### config.mk
export PLATFORM = sky130hd
export DESIGN_NAME = esb_core
export DESIGN_NICKNAME = d
export VERILOG_FILES = /design/src/rtl/esb_pkg.sv /design/src/rtl/esb_core.sv /design/src/rtl/esb_retain.sv
export SDC_FILE = /design/constraint.sdc
export NUM_CORES = 1
export LEC_CHECK = 0
export ABC_AREA = 1
export BUFFER_PORTS_ARGS = -buffer_cell sky130_fd_sc_hd__buf_2
export CAP_MARGIN = 20
export CORE_AREA = 4 4 41 43
export CTS_BUF_LIST = sky130_fd_sc_hd__clkbuf_4 sky130_fd_sc_hd__clkbuf_8 sky130_fd_sc_hd__clkbuf_16
export CTS_CLUSTER_DIAMETER = 120
export DETAILED_ROUTE_END_ITERATION = 8
export DIE_AREA = 0 0 45 47
export GPL_TIMING_DRIVEN = 0
export PLACE_DENSITY = 0.69
export SETUP_SLACK_MARGIN = 0.2
export SLEW_MARGIN = 15
export SYNTH_ARGS = -nofsm -noshare
export SYNTH_HDL_FRONTEND = slang
export SYNTH_SLANG_ARGS = --single-unit
### constraint.sdc
create_clock -name clk_i -period 2.5 [get_ports clk_i]
set_input_delay 0.25 -clock clk_i [delete_from_list [all_inputs] [get_ports clk_i]]
set_output_delay 0.25 -clock clk_i [all_outputs]
set_load 0.05 [all_outputs]
### src/rtl/esb_pkg.sv
// shared constants and types for the edge-triggered shift bit
package esb_pkg;

  // ---------------------------------------------------------------------------
  // input bundle indices
  // ---------------------------------------------------------------------------
  localparam int unsigned IN_COUNT = 4;
  localparam int unsigned IDX_DATA = 0;
  localparam int unsigned IDX_TRIG = 1;
  localparam int unsigned IDX_SET  = 2;
  localparam int unsigned IDX_CLR  = 3;

  // ---------------------------------------------------------------------------
  // reset values
  // ---------------------------------------------------------------------------
  localparam logic [3:0] SYNC_RESET  = 4'h0;
  localparam logic       OUT_RESET   = 1'h0;
  localparam logic       PREV_RESET  = 1'h0;

  // ---------------------------------------------------------------------------
  // timing counts
  // ---------------------------------------------------------------------------
  // cycles spent refilling the synchronisers and the edge history after reset
  localparam logic [1:0] PRIME_CYCLES = 2'h3;
  localparam logic [1:0] PRIME_RESET  = 2'h0;
  localparam logic [1:0] PRIME_STEP   = 2'h1;

  // ---------------------------------------------------------------------------
  // operating states
  // ---------------------------------------------------------------------------
  typedef enum logic [3:0] {
    ST_IDLE  = 4'h1,
    ST_PRIME = 4'h2,
    ST_RUN   = 4'h4,
    ST_STOP  = 4'h8
  } esb_state_t;

endpackage

### src/rtl/esb_core.sv
// edge-triggered shift bit: synchronised inputs, priority logic, retained output
`timescale 1ns/1ns

module esb_core
  import esb_pkg::*;
(
  // clock and resets
  input  wire logic clk_i,
  input  wire logic rst_i,
  input  wire logic por_i,
  // operating mode from the controller
  input  wire logic run_i,
  // function block inputs
  input  wire logic data_i,
  input  wire logic trig_i,
  input  wire logic set_i,
  input  wire logic clr_i,
  // function block output and status
  output logic      q_o,
  output logic      active_o
);

  // ---------------------------------------------------------------------------
  // declarations
  // ---------------------------------------------------------------------------
  logic [IN_COUNT-1:0] sync_a;
  logic [IN_COUNT-1:0] sync_b;
  logic                trig_prev;
  logic [1:0]          prime_cnt;
  esb_state_t          state;
  esb_state_t          next_state;
  logic                data_s;
  logic                trig_s;
  logic                set_s;
  logic                clr_s;
  logic                rise;
  logic                next_q;
  logic                store_we;

  // ---------------------------------------------------------------------------
  // input synchronisers
  // ---------------------------------------------------------------------------
  // the inputs come from other blocks or pins of unknown timing, so all four
  // pass two flops; they share one stage so their relative timing is kept
  always_ff @(posedge clk_i) begin
    if (rst_i) begin
      sync_a <= SYNC_RESET;
      sync_b <= SYNC_RESET;
    end else begin
      sync_a <= {clr_i, set_i, trig_i, data_i};
      sync_b <= sync_a;
    end
  end

  assign data_s = sync_b[IDX_DATA];
  assign trig_s = sync_b[IDX_TRIG];
  assign set_s  = sync_b[IDX_SET];
  assign clr_s  = sync_b[IDX_CLR];

  // ---------------------------------------------------------------------------
  // edge detection
  // ---------------------------------------------------------------------------
  // previous trigger level, updated every cycle outside reset so a level held through a stop
  // is not mistaken for a fresh edge; reset clears it, and prime hides the edge seen after reset
  always_ff @(posedge clk_i) begin
    if (rst_i) begin
      trig_prev <= PREV_RESET;
    end else begin
      trig_prev <= trig_s;
    end
  end

  assign rise = trig_s & ~trig_prev;

  // ---------------------------------------------------------------------------
  // operating state
  // ---------------------------------------------------------------------------
  // prime gives the synchronisers and edge history time to refill after reset
  // or stop; an edge that happens while stopped is lost, as in a halted scan
  always_comb begin
    next_state = state;
    case (state)
      ST_IDLE: begin
        next_state = ST_PRIME;
      end
      ST_PRIME: begin
        if (prime_cnt == PRIME_CYCLES - PRIME_STEP) begin
          next_state = run_i ? ST_RUN : ST_STOP;
        end
      end
      ST_RUN: begin
        if (!run_i) begin
          next_state = ST_STOP;
        end
      end
      ST_STOP: begin
        if (run_i) begin
          next_state = ST_PRIME;
        end
      end
      default: begin
        next_state = ST_IDLE;
      end
    endcase
  end

  always_ff @(posedge clk_i) begin
    if (rst_i) begin
      state <= ST_IDLE;
    end else begin
      state <= next_state;
    end
  end

  // prime counter, restarted whenever prime is entered
  always_ff @(posedge clk_i) begin
    if (rst_i) begin
      prime_cnt <= PRIME_RESET;
    end else if (state != ST_PRIME) begin
      prime_cnt <= PRIME_RESET;
    end else begin
      prime_cnt <= prime_cnt + PRIME_STEP;
    end
  end

  assign active_o = (state == ST_RUN);

  // ---------------------------------------------------------------------------
  // priority resolution
  // ---------------------------------------------------------------------------
  // set beats reset beats shift with no request the output holds, which is
  // what keeps data changes between edges from reaching the output
  always_comb begin
    if (set_s) begin
      next_q = 1'h1;
    end else if (clr_s) begin
      next_q = 1'h0;
    end else if (rise) begin
      next_q = data_s;
    end else begin
      next_q = q_o;
    end
  end

  // writes only while running; reset and stop leave the retained bit as is
  assign store_we = (state == ST_RUN) & ~rst_i;

  // ---------------------------------------------------------------------------
  // retained output storage
  // ---------------------------------------------------------------------------
  esb_retain u_retain (
    .clk_i (clk_i),
    .por_i (por_i),
    .we_i  (store_we),
    .d_i   (next_q),
    .q_o   (q_o)
  );

  // ---------------------------------------------------------------------------
  // checks
  // ---------------------------------------------------------------------------
  chk_edge_capture: assert property (
    @(posedge clk_i) disable iff (rst_i || por_i)
    (state == ST_RUN && rise && !set_s && !clr_s) |=> (q_o == $past(data_s)))
    else $error("output did not take data bit on trigger edge");

  chk_hold_between: assert property (
    @(posedge clk_i) disable iff (rst_i || por_i)
    (state == ST_RUN && !rise && !set_s && !clr_s) |=> $stable(q_o))
    else $error("output changed without edge, set or reset");

  chk_set_forces: assert property (
    @(posedge clk_i) disable iff (rst_i || por_i)
    (state == ST_RUN && set_s) |=> q_o)
    else $error("set did not drive output on");

  chk_reset_forces: assert property (
    @(posedge clk_i) disable iff (rst_i || por_i)
    (state == ST_RUN && clr_s && !set_s) |=> !q_o)
    else $error("reset did not drive output off");

  chk_set_over_reset: assert property (
    @(posedge clk_i) disable iff (rst_i || por_i)
    (state == ST_RUN && set_s && clr_s && rise && !data_s) |=> q_o)
    else $error("set lost against reset or shift");

  chk_reset_over_shift: assert property (
    @(posedge clk_i) disable iff (rst_i || por_i)
    (state == ST_RUN && clr_s && !set_s && rise && data_s) |=> !q_o)
    else $error("reset lost against shift");

  chk_warm_retain: assert property (
    @(posedge clk_i) disable iff (por_i)
    (rst_i && !por_i) |=> (q_o == $past(q_o)))
    else $error("warm reset disturbed retained output");

  chk_cold_start: assert property (
    @(posedge clk_i)
    por_i |=> !q_o)
    else $error("cold start did not clear output");

  chk_pin_latency: assert property (
    @(posedge clk_i) disable iff (rst_i || por_i)
    (set_i && state == ST_RUN) ##1 (state == ST_RUN) ##1 (state == ST_RUN) |=> q_o)
    else $error("set pin not seen at output within three cycles");

  chk_stop_hold: assert property (
    @(posedge clk_i) disable iff (rst_i || por_i)
    (state == ST_STOP) |=> $stable(q_o))
    else $error("output changed while stopped");

endmodule

### src/rtl/esb_retain.sv
// retentive storage cell holding the shift bit across warm restarts
`timescale 1ns/1ns

module esb_retain
  import esb_pkg::*;
(
  // clock and cold start
  input  wire logic clk_i,
  input  wire logic por_i,
  // write side
  input  wire logic we_i,
  input  wire logic d_i,
  // stored bit
  output logic      q_o
);

  // ---------------------------------------------------------------------------
  // storage
  // ---------------------------------------------------------------------------
  // only the cold start clears this cell; the warm reset leaves it alone so
  // the last output survives a power cycle of the program logic
  always_ff @(posedge clk_i) begin
    if (por_i) begin
      q_o <= OUT_RESET;
    end else if (we_i) begin
      q_o <= d_i;
    end
  end

endmodule

==> results of run 1 <==
## worst max-delay path: cells and delay by family, from the launching register on
| kind | cells | cell delay (ps) |
|---|---|---|
| buf+inv | 3 | 360 |
| flops | 1 | 350 |
| simple gates | 2 | 240 |
## registers in the layout, indices dropped and copies added, names as in the netlist
| register | flops |
|---|---|
| sync_b | 4 |
| sync_a | 4 |
| state | 4 |
| prime_cnt | 2 |
| trig_prev | 1 |
| u_retain.q_o | 1 |
## area by class of cell
class | count | area, um^2 | area share, %
Inverter | 22 | 82.6 | 11.3
Buffer | 1 | 3.75 | 0.515
Tap cell | 15 | 18.8 | 2.57
Timing Repair Buffer | 9 | 45.0 | 6.17
Multi-Input combinational cell | 47 | 223 | 30.5
Sequential cell | 16 | 320 | 43.9
Clock buffer | 4 | 36.3 | 4.97
## power breakdown
group / total [W] / internal, W / switching (W) / leakage (nW)
registers: 0.000307 / 0.000286 / 0.0000206 / 0.131
logic: 0.000135 / 0.0000480 / 0.0000870 / 0.236
clock network: 0.000163 / 0.0000886 / 0.0000745 / 0.0210
## per-stage QoR
stage	hold WS, ps	setup slack [ps]
after floorplan	328	1390
after global placement	390	1330
after detailed placement	395	1310
after CTS	157	979
after global routing	153	861
final	165	1000
## cell usage in the layout, fill, tap and decap left out
cell	netlist	routed
o21ai_0	3	3
nand4_1	1	1
buf_2	0	9
o21bai_1	2	2
nand3_1	6	6
inv_1	21	21
nor3_1	2	2
dfxtp_1	16	16
buf_1	1	1
nor2_2	2	2
ha_1	1	1
nand2_1	8	8
nand2_2	1	1
nand3_2	1	1
inv_2	1	1
nor2_1	20	20
clkbuf_8	0	1
clkbuf_4	0	3
## kinds of logic (layout without fill, tap and decap cells)
logic type | count (synthesis) | in the layout | share of synthesized area (%)
simple gates | 41 | 41 | 28.6
flops | 16 | 16 | 50.9
compound gates | 5 | 5 | 4.77
fa+ha+maj | 1 | 1 | 1.99
buf+inv | 23 | 36 | 13.7
## worst paths after layout
check,from,endpoint,slack [ps],cells after the start
max,state[2],active_o,1000,5
min,clr_i,sync_a[3],160,3
max reg2reg,prime_cnt[0],state[1],1380,8
min reg2reg,sync_a[2],sync_b[2],400,2
## routing by layer
layer,track usage [%],share of wire [%]
met4,10.5,3.1
met2,18.4,48
met3,4.60,5.7
met1,12.3,43
met5,0,0
==> results.py, run 1 <==
metrics = {
    "drt": {
        "vias": 508,
        "drt-total-wl_um": 986,
        "drtIter0Drc": 6,
        "vias_per_cell": 4.46,
        "wl_per_cell_um": 8.65,
        "drc_errors": 0,
        "antenna_left": 0,
        "drt_pass1_iterations": 4,
    },
    "clock_network": {
        "cts_resized": 0,
        "cts_hold_buf": 0,
        "cts_buffer_depth": 2,
        "numClockSinks": 16,
        "numCtsBuffers": 3,
        "clock_tree.htree_level_count": 1,
        "cts_tree": "yes",
        "cts_setup_buffers": 0,
        "clk_pin_slew_ps": 90,
        "ctsRootBufferMaster": "clkbuf_4",
        "clk_latency_ps": 280,
    },
    "finish": {
        "num-nets-final": 109,
        "finalInstanceArea_um2": 729,
        "finish.utilization_pct": 56.1,
        "area_growth_pct": 15.9,
        "drive_above_1_share_pct": 18.2,
        "diodes": 0,
        "n_fill_cell": 140,
        "fin_cells": 114,
    },
    "power_and_ir_drop": {
        "p_leak_nw": 0.388,
        "finalPower_w": 0.000605,
        "peakVddDrop_mv": 0.437,
        "power_density_mw_per_mm2": 829,
    },
    "floorplanning": {
        "die_w_um": 45,
        "io_pins": 10,
        "die_area_mm2": 0.00212,
        "start_util_pct": 48.4,
        "core-area_mm2": 0.00130,
        "placementRows": 13,
        "die_y_um": 47,
    },
    "hold_path": {
        "worstHoldPathType": "in -> reg",
    },
    "timing": {
        "fin_crit_sh_pct": 60.0,
        "finalClockSkew_ps": 3.66,
        "rsz0062_at_grt": "false",
        "setup_viol": 0,
        "relSlewSlack_pct": 74.4,
        "final.setup.tns_ps": 0,
        "fin_crit_ps": 1500,
        "worstMarginPinSlew_ps": 384,
        "report.final.slew_viol_count": 0,
        "hold_violations": 0,
        "fmax_mhz": 667,
    },
    "global_routing": {
        "antenna_found_initial": 0,
        "grtUsageTotal_pct": 11.8,
        "grt_pass1_vias": 429,
        "grt_pass1_wl_um": 1680,
        "overflow": 0,
        "grt_max_degree": 11,
    },
    "yosys": {
        "yosysSeqAreaShare_pct": 50.9,
        "synth_common_cells": "inv_1 (21), nor2_1 (20), dfxtp_1 (16)",
        "postSynth.asyncResetShare_pct": 0,
        "ys_types": 15,
        "yosys_register_bits": 16,
        "syn_nets": 95,
        "synth_edf_count": 0,
        "postSynthAreaPerCell_um2": 7.32,
        "syn-cell-area_um2": 629,
        "synth_area_leaders": "dfxtp_1 (51%), inv_1 (13%), nor2_1 (12%)",
        "synthFlopType": "dfxtp_1",
        "synthCells": 86,
        "synth_top_area_share_pct": 50.9,
        "synthMostInstantiatedCell": "inv_1",
        "yosys.area.top_type": "dfxtp_1",
        "synth_warnings": 0,
    },
    "place": {
        "gp_congestion": 0.850,
        "dp_hpwl_um": 776,
        "dp.cells": 110,
        "placed_area_um2": 693,
        "io_buffers": 9,
    },
    "worst_setup_path": {
        "required_ps": 2250,
        "max_stage_delay_ps": 350,
        "path_cells": "inv_1, nor2_1, nand2_2, inv_2, buf_2",
        "endpoint_kind": "primary output",
        "worstSetupPathType": "reg -> out",
        "worstPathArrival_ps": 1250,
        "cp-start-kind": "flop",
        "critical_path_peak_fanout": 3,
        "cp_slowest_cell": "dfxtp_1",
    },
    "status": {
        "status": "finished, final reports clean",
    },
    "job": {
        "max_cap_viol_count": 0,
    },
}
Note: power is estimated with default switching activity, not from simulation.
==> run 2: changes to the inputs <==
Settings changed: ABC_AREA 1 to 0, PLACE_DENSITY 0.69 to 0.7.
Clock period 2.5 ns to 1.4 ns, I/O delays scaled along.
==> run 2 against run 1 <==
  * Via count fell by 7.9%
  * Global-route usage hardly changed
  * Sequential cell count unchanged
  * Clock power rose by 37%
  * Cell count fell by 19%
  * Routed wire length up 7.1%
  * Total power grew 42%
  * Sequential share of layout area is 2.6 points lower
  * Count of clock-buffer cells in the layout shrank 1
  * Largest power group unchanged
  * Critical path type unchanged
  * Critical path depth decreased by 2
==> results.py, run 2 <==
metrics = {
    "place": {
        "io_buffers": 9,
        "dp.cells": 87,
        "dp_hpwl_um": 757,
        "gp_congestion": 0.690,
    },
    "hold_path": {
        "worstHoldPathType": "in -> reg",
        "min_from": "clr_i",
    },
    "finish": {
        "fin_cells": 92,
        "area_growth_pct": 24.4,
        "diodes": 0,
        "final_common_cell": "dfxtp_1",
        "layout_common_cells": "dfxtp_1 (13), nor2b_1 (10), buf_2 (8)",
        "n_fill_cell": 120,
        "num-nets-final": 88,
        "multi_input_area_um2": 330,
        "seqCellArea_um2": 327,
        "largestRegisters": "state: 4 flops, sync_a: 4 flops, sync_b: 4 flops",
        "drive_above_1_share_pct": 36.4,
        "finish.utilization_pct": 60.8,
    },
    "yosys": {
        "synth_top_area_share_pct": 50.4,
        "synthFlopType": "dfxtp_1",
        "synth_edf_count": 0,
        "syn-cell-area_um2": 636,
        "yosys.area.top_type": "dfxtp_1",
        "yosys_register_bits": 16,
        "synth_common_cells": "dfxtp_1 (16), nor2b_1 (11), inv_1 (4), nor2_1 (4), nor3b_1 (3)",
        "synth_area_leaders": "dfxtp_1 (50%), nor2b_1 (11%), nor3b_1 (3.5%)",
        "ys_types": 25,
        "syn_nets": 72,
        "yosysSeqAreaShare_pct": 50.4,
        "synthMostInstantiatedCell": "dfxtp_1",
        "postSynthAreaPerCell_um2": 10.1,
        "postSynth.asyncResetShare_pct": 0,
        "synthCells": 63,
        "synth_warnings": 0,
    },
    "drt": {
        "wl_per_cell_um": 11.5,
        "drt-total-wl_um": 1060,
        "vias": 468,
        "antenna_left": 0,
        "drc_errors": 0,
        "drt_pass1_iterations": 3,
        "vias_per_cell": 5.09,
        "drtIter0Drc": 6,
    },
    "global_routing": {
        "grt_pass1_wl_um": 1770,
        "antenna_found_initial": 0,
        "grtUsageTotal_pct": 11.8,
        "grt_pass1_vias": 415,
        "overflow": 0,
        "grt_max_degree": 11,
    },
    "timing": {
        "hold_violations": 0,
        "worstMarginPinSlew_ps": 472,
        "fin_crit_ps": 1350,
        "report.final.slew_viol_count": 0,
        "setup_viol": 0,
        "relSlewSlack_pct": 68.5,
        "finalClockSkew_ps": 3.96,
        "fin_crit_sh_pct": 96.5,
        "fmax_mhz": 740,
        "rsz0062_at_grt": "true",
    },
    "worst_setup_path": {
        "worstPathArrival_ps": 1210,
        "reg2reg_from": "prime_cnt[0]",
        "cp-start-kind": "flop",
        "critical_path_peak_fanout": 2,
        "required_ps": 1260,
        "r2r_setup_slack_ps": 100,
        "worstSetupPathType": "reg -> out",
        "crit_start": "state[1]",
        "endpoint_kind": "primary output",
    },
    "clock_network": {
        "clock_tree.htree_level_count": 1,
        "clk_pin_slew_ps": 80,
        "ctsRootBufferMaster": "clkbuf_4",
        "numCtsBuffers": 3,
        "cts_buffer_depth": 2,
        "clk_latency_ps": 270,
        "numClockSinks": 16,
        "cts_tree": "yes",
        "cts_hold_buf": 0,
    },
    "floorplanning": {
        "io_pins": 10,
        "start_util_pct": 48.8,
        "die_w_um": 45,
        "die_y_um": 47,
        "placementRows": 13,
        "die_area_mm2": 0.00212,
        "core-area_mm2": 0.00130,
    },
    "power_and_ir_drop": {
        "clkPwrFrac_pct": 25.9,
        "peakVddDrop_mv": 0.734,
        "combPwrFrac_pct": 17.0,
        "switching_share_pct": 23.9,
        "p_sw_w": 0.000205,
        "finalPower_w": 0.000860,
        "power_density_mw_per_mm2": 1090,
        "power.share.sequential_pct": 57.1,
        "p_int_w": 0.000655,
        "p_leak_nw": 0.340,
    },
    "job": {
        "max_cap_viol_count": 0,
    },
    "status": {
        "status": "finished, final reports clean",
    },
}
==> run 2: cell types whose count changed in the layout (fill, tap and decap cells not counted), moves of 3 or more <==
cell	before	now
nor2b_1	0	10
nand3_1	6	0
inv_1	21	3
buf_4	0	3
dfxtp_1	16	13
nand2_1	8	2
nor2_1	20	4
==> run 2: what timing repair did <==
action                     4_1_cts  5_1_grt
pin swaps                        1        1
setup buffers                    2        0
setup endpoints to repair        3        5
resized for setup                4        4
gates cloned                     0        0
==> run 2: routing by layer <==
layer,wire length [um],up-vias,global-route usage [%]
met1,536,207,14.9
met2,453,11,18.6
met4,0,0,1.75
li1,-,250,-
met5,0,-,0
met3,65,0,5.75
==> run 2: path summary, 6_finish.rpt <==
kind	cells past startpoint	endpoint
setup / recovery	3	active_o
hold / removal	2	sync_a[3]
setup reg to reg	5	state[1]
hold reg to reg	1	prime_cnt[0]
==> run 2: cells by family after synthesis <==
group	share of synthesized area, %
muxes	1.77
and+or+nand+nor	26.6
adders and majority gates	1.97
AOI/OAI and AO/OA	15.6
buffers and inverters	3.74
DFF	50.4
==> run 2: critical path, stage by stage (launching register included) <==
cell and delay [ps]:
dfxtp_4 350, and2b_4 240, nor3b_4 180, buf_6 180
==> run 2: through the flow <==
stage          hold WS [ps]  TNS, ps  setup slack (ps)  instance area (um^2)
2_1_floorplan           212        0               177                   667
3_3_place_gp            347        0               132                   731
3_5_place_dp            353        0               105                   731
4_1_cts                63.3        0              43.8                   778
5_1_grt                65.0    -14.8             -14.8                   791
6_report               72.9        0              49.3                   791
==> run 2: power by group through the flow <==
stage | sequential, W | combinational [W] | clock, W
after floorplan | 0.000503 | 0.0000943 | 0
after global placement | 0.000505 | 0.000118 | 0
after detailed placement | 0.000507 | 0.000121 | 0
after CTS | 0.000492 | 0.000135 | 0.000231
after global routing | 0.000494 | 0.000162 | 0.000254
final | 0.000491 | 0.000146 | 0.000223
==> run 2: cell type report <==
| cell class | instances | area share [%] |
|---|---|---|
| buffer | 2 | 1.42 |
| clock buffer | 3 | 2.85 |
| inverter | 4 | 1.90 |
| multi-input combinational | 41 | 41.8 |
| sequential | 16 | 41.3 |
| tap | 15 | 2.37 |
| timing repair buffer | 11 | 8.39 |
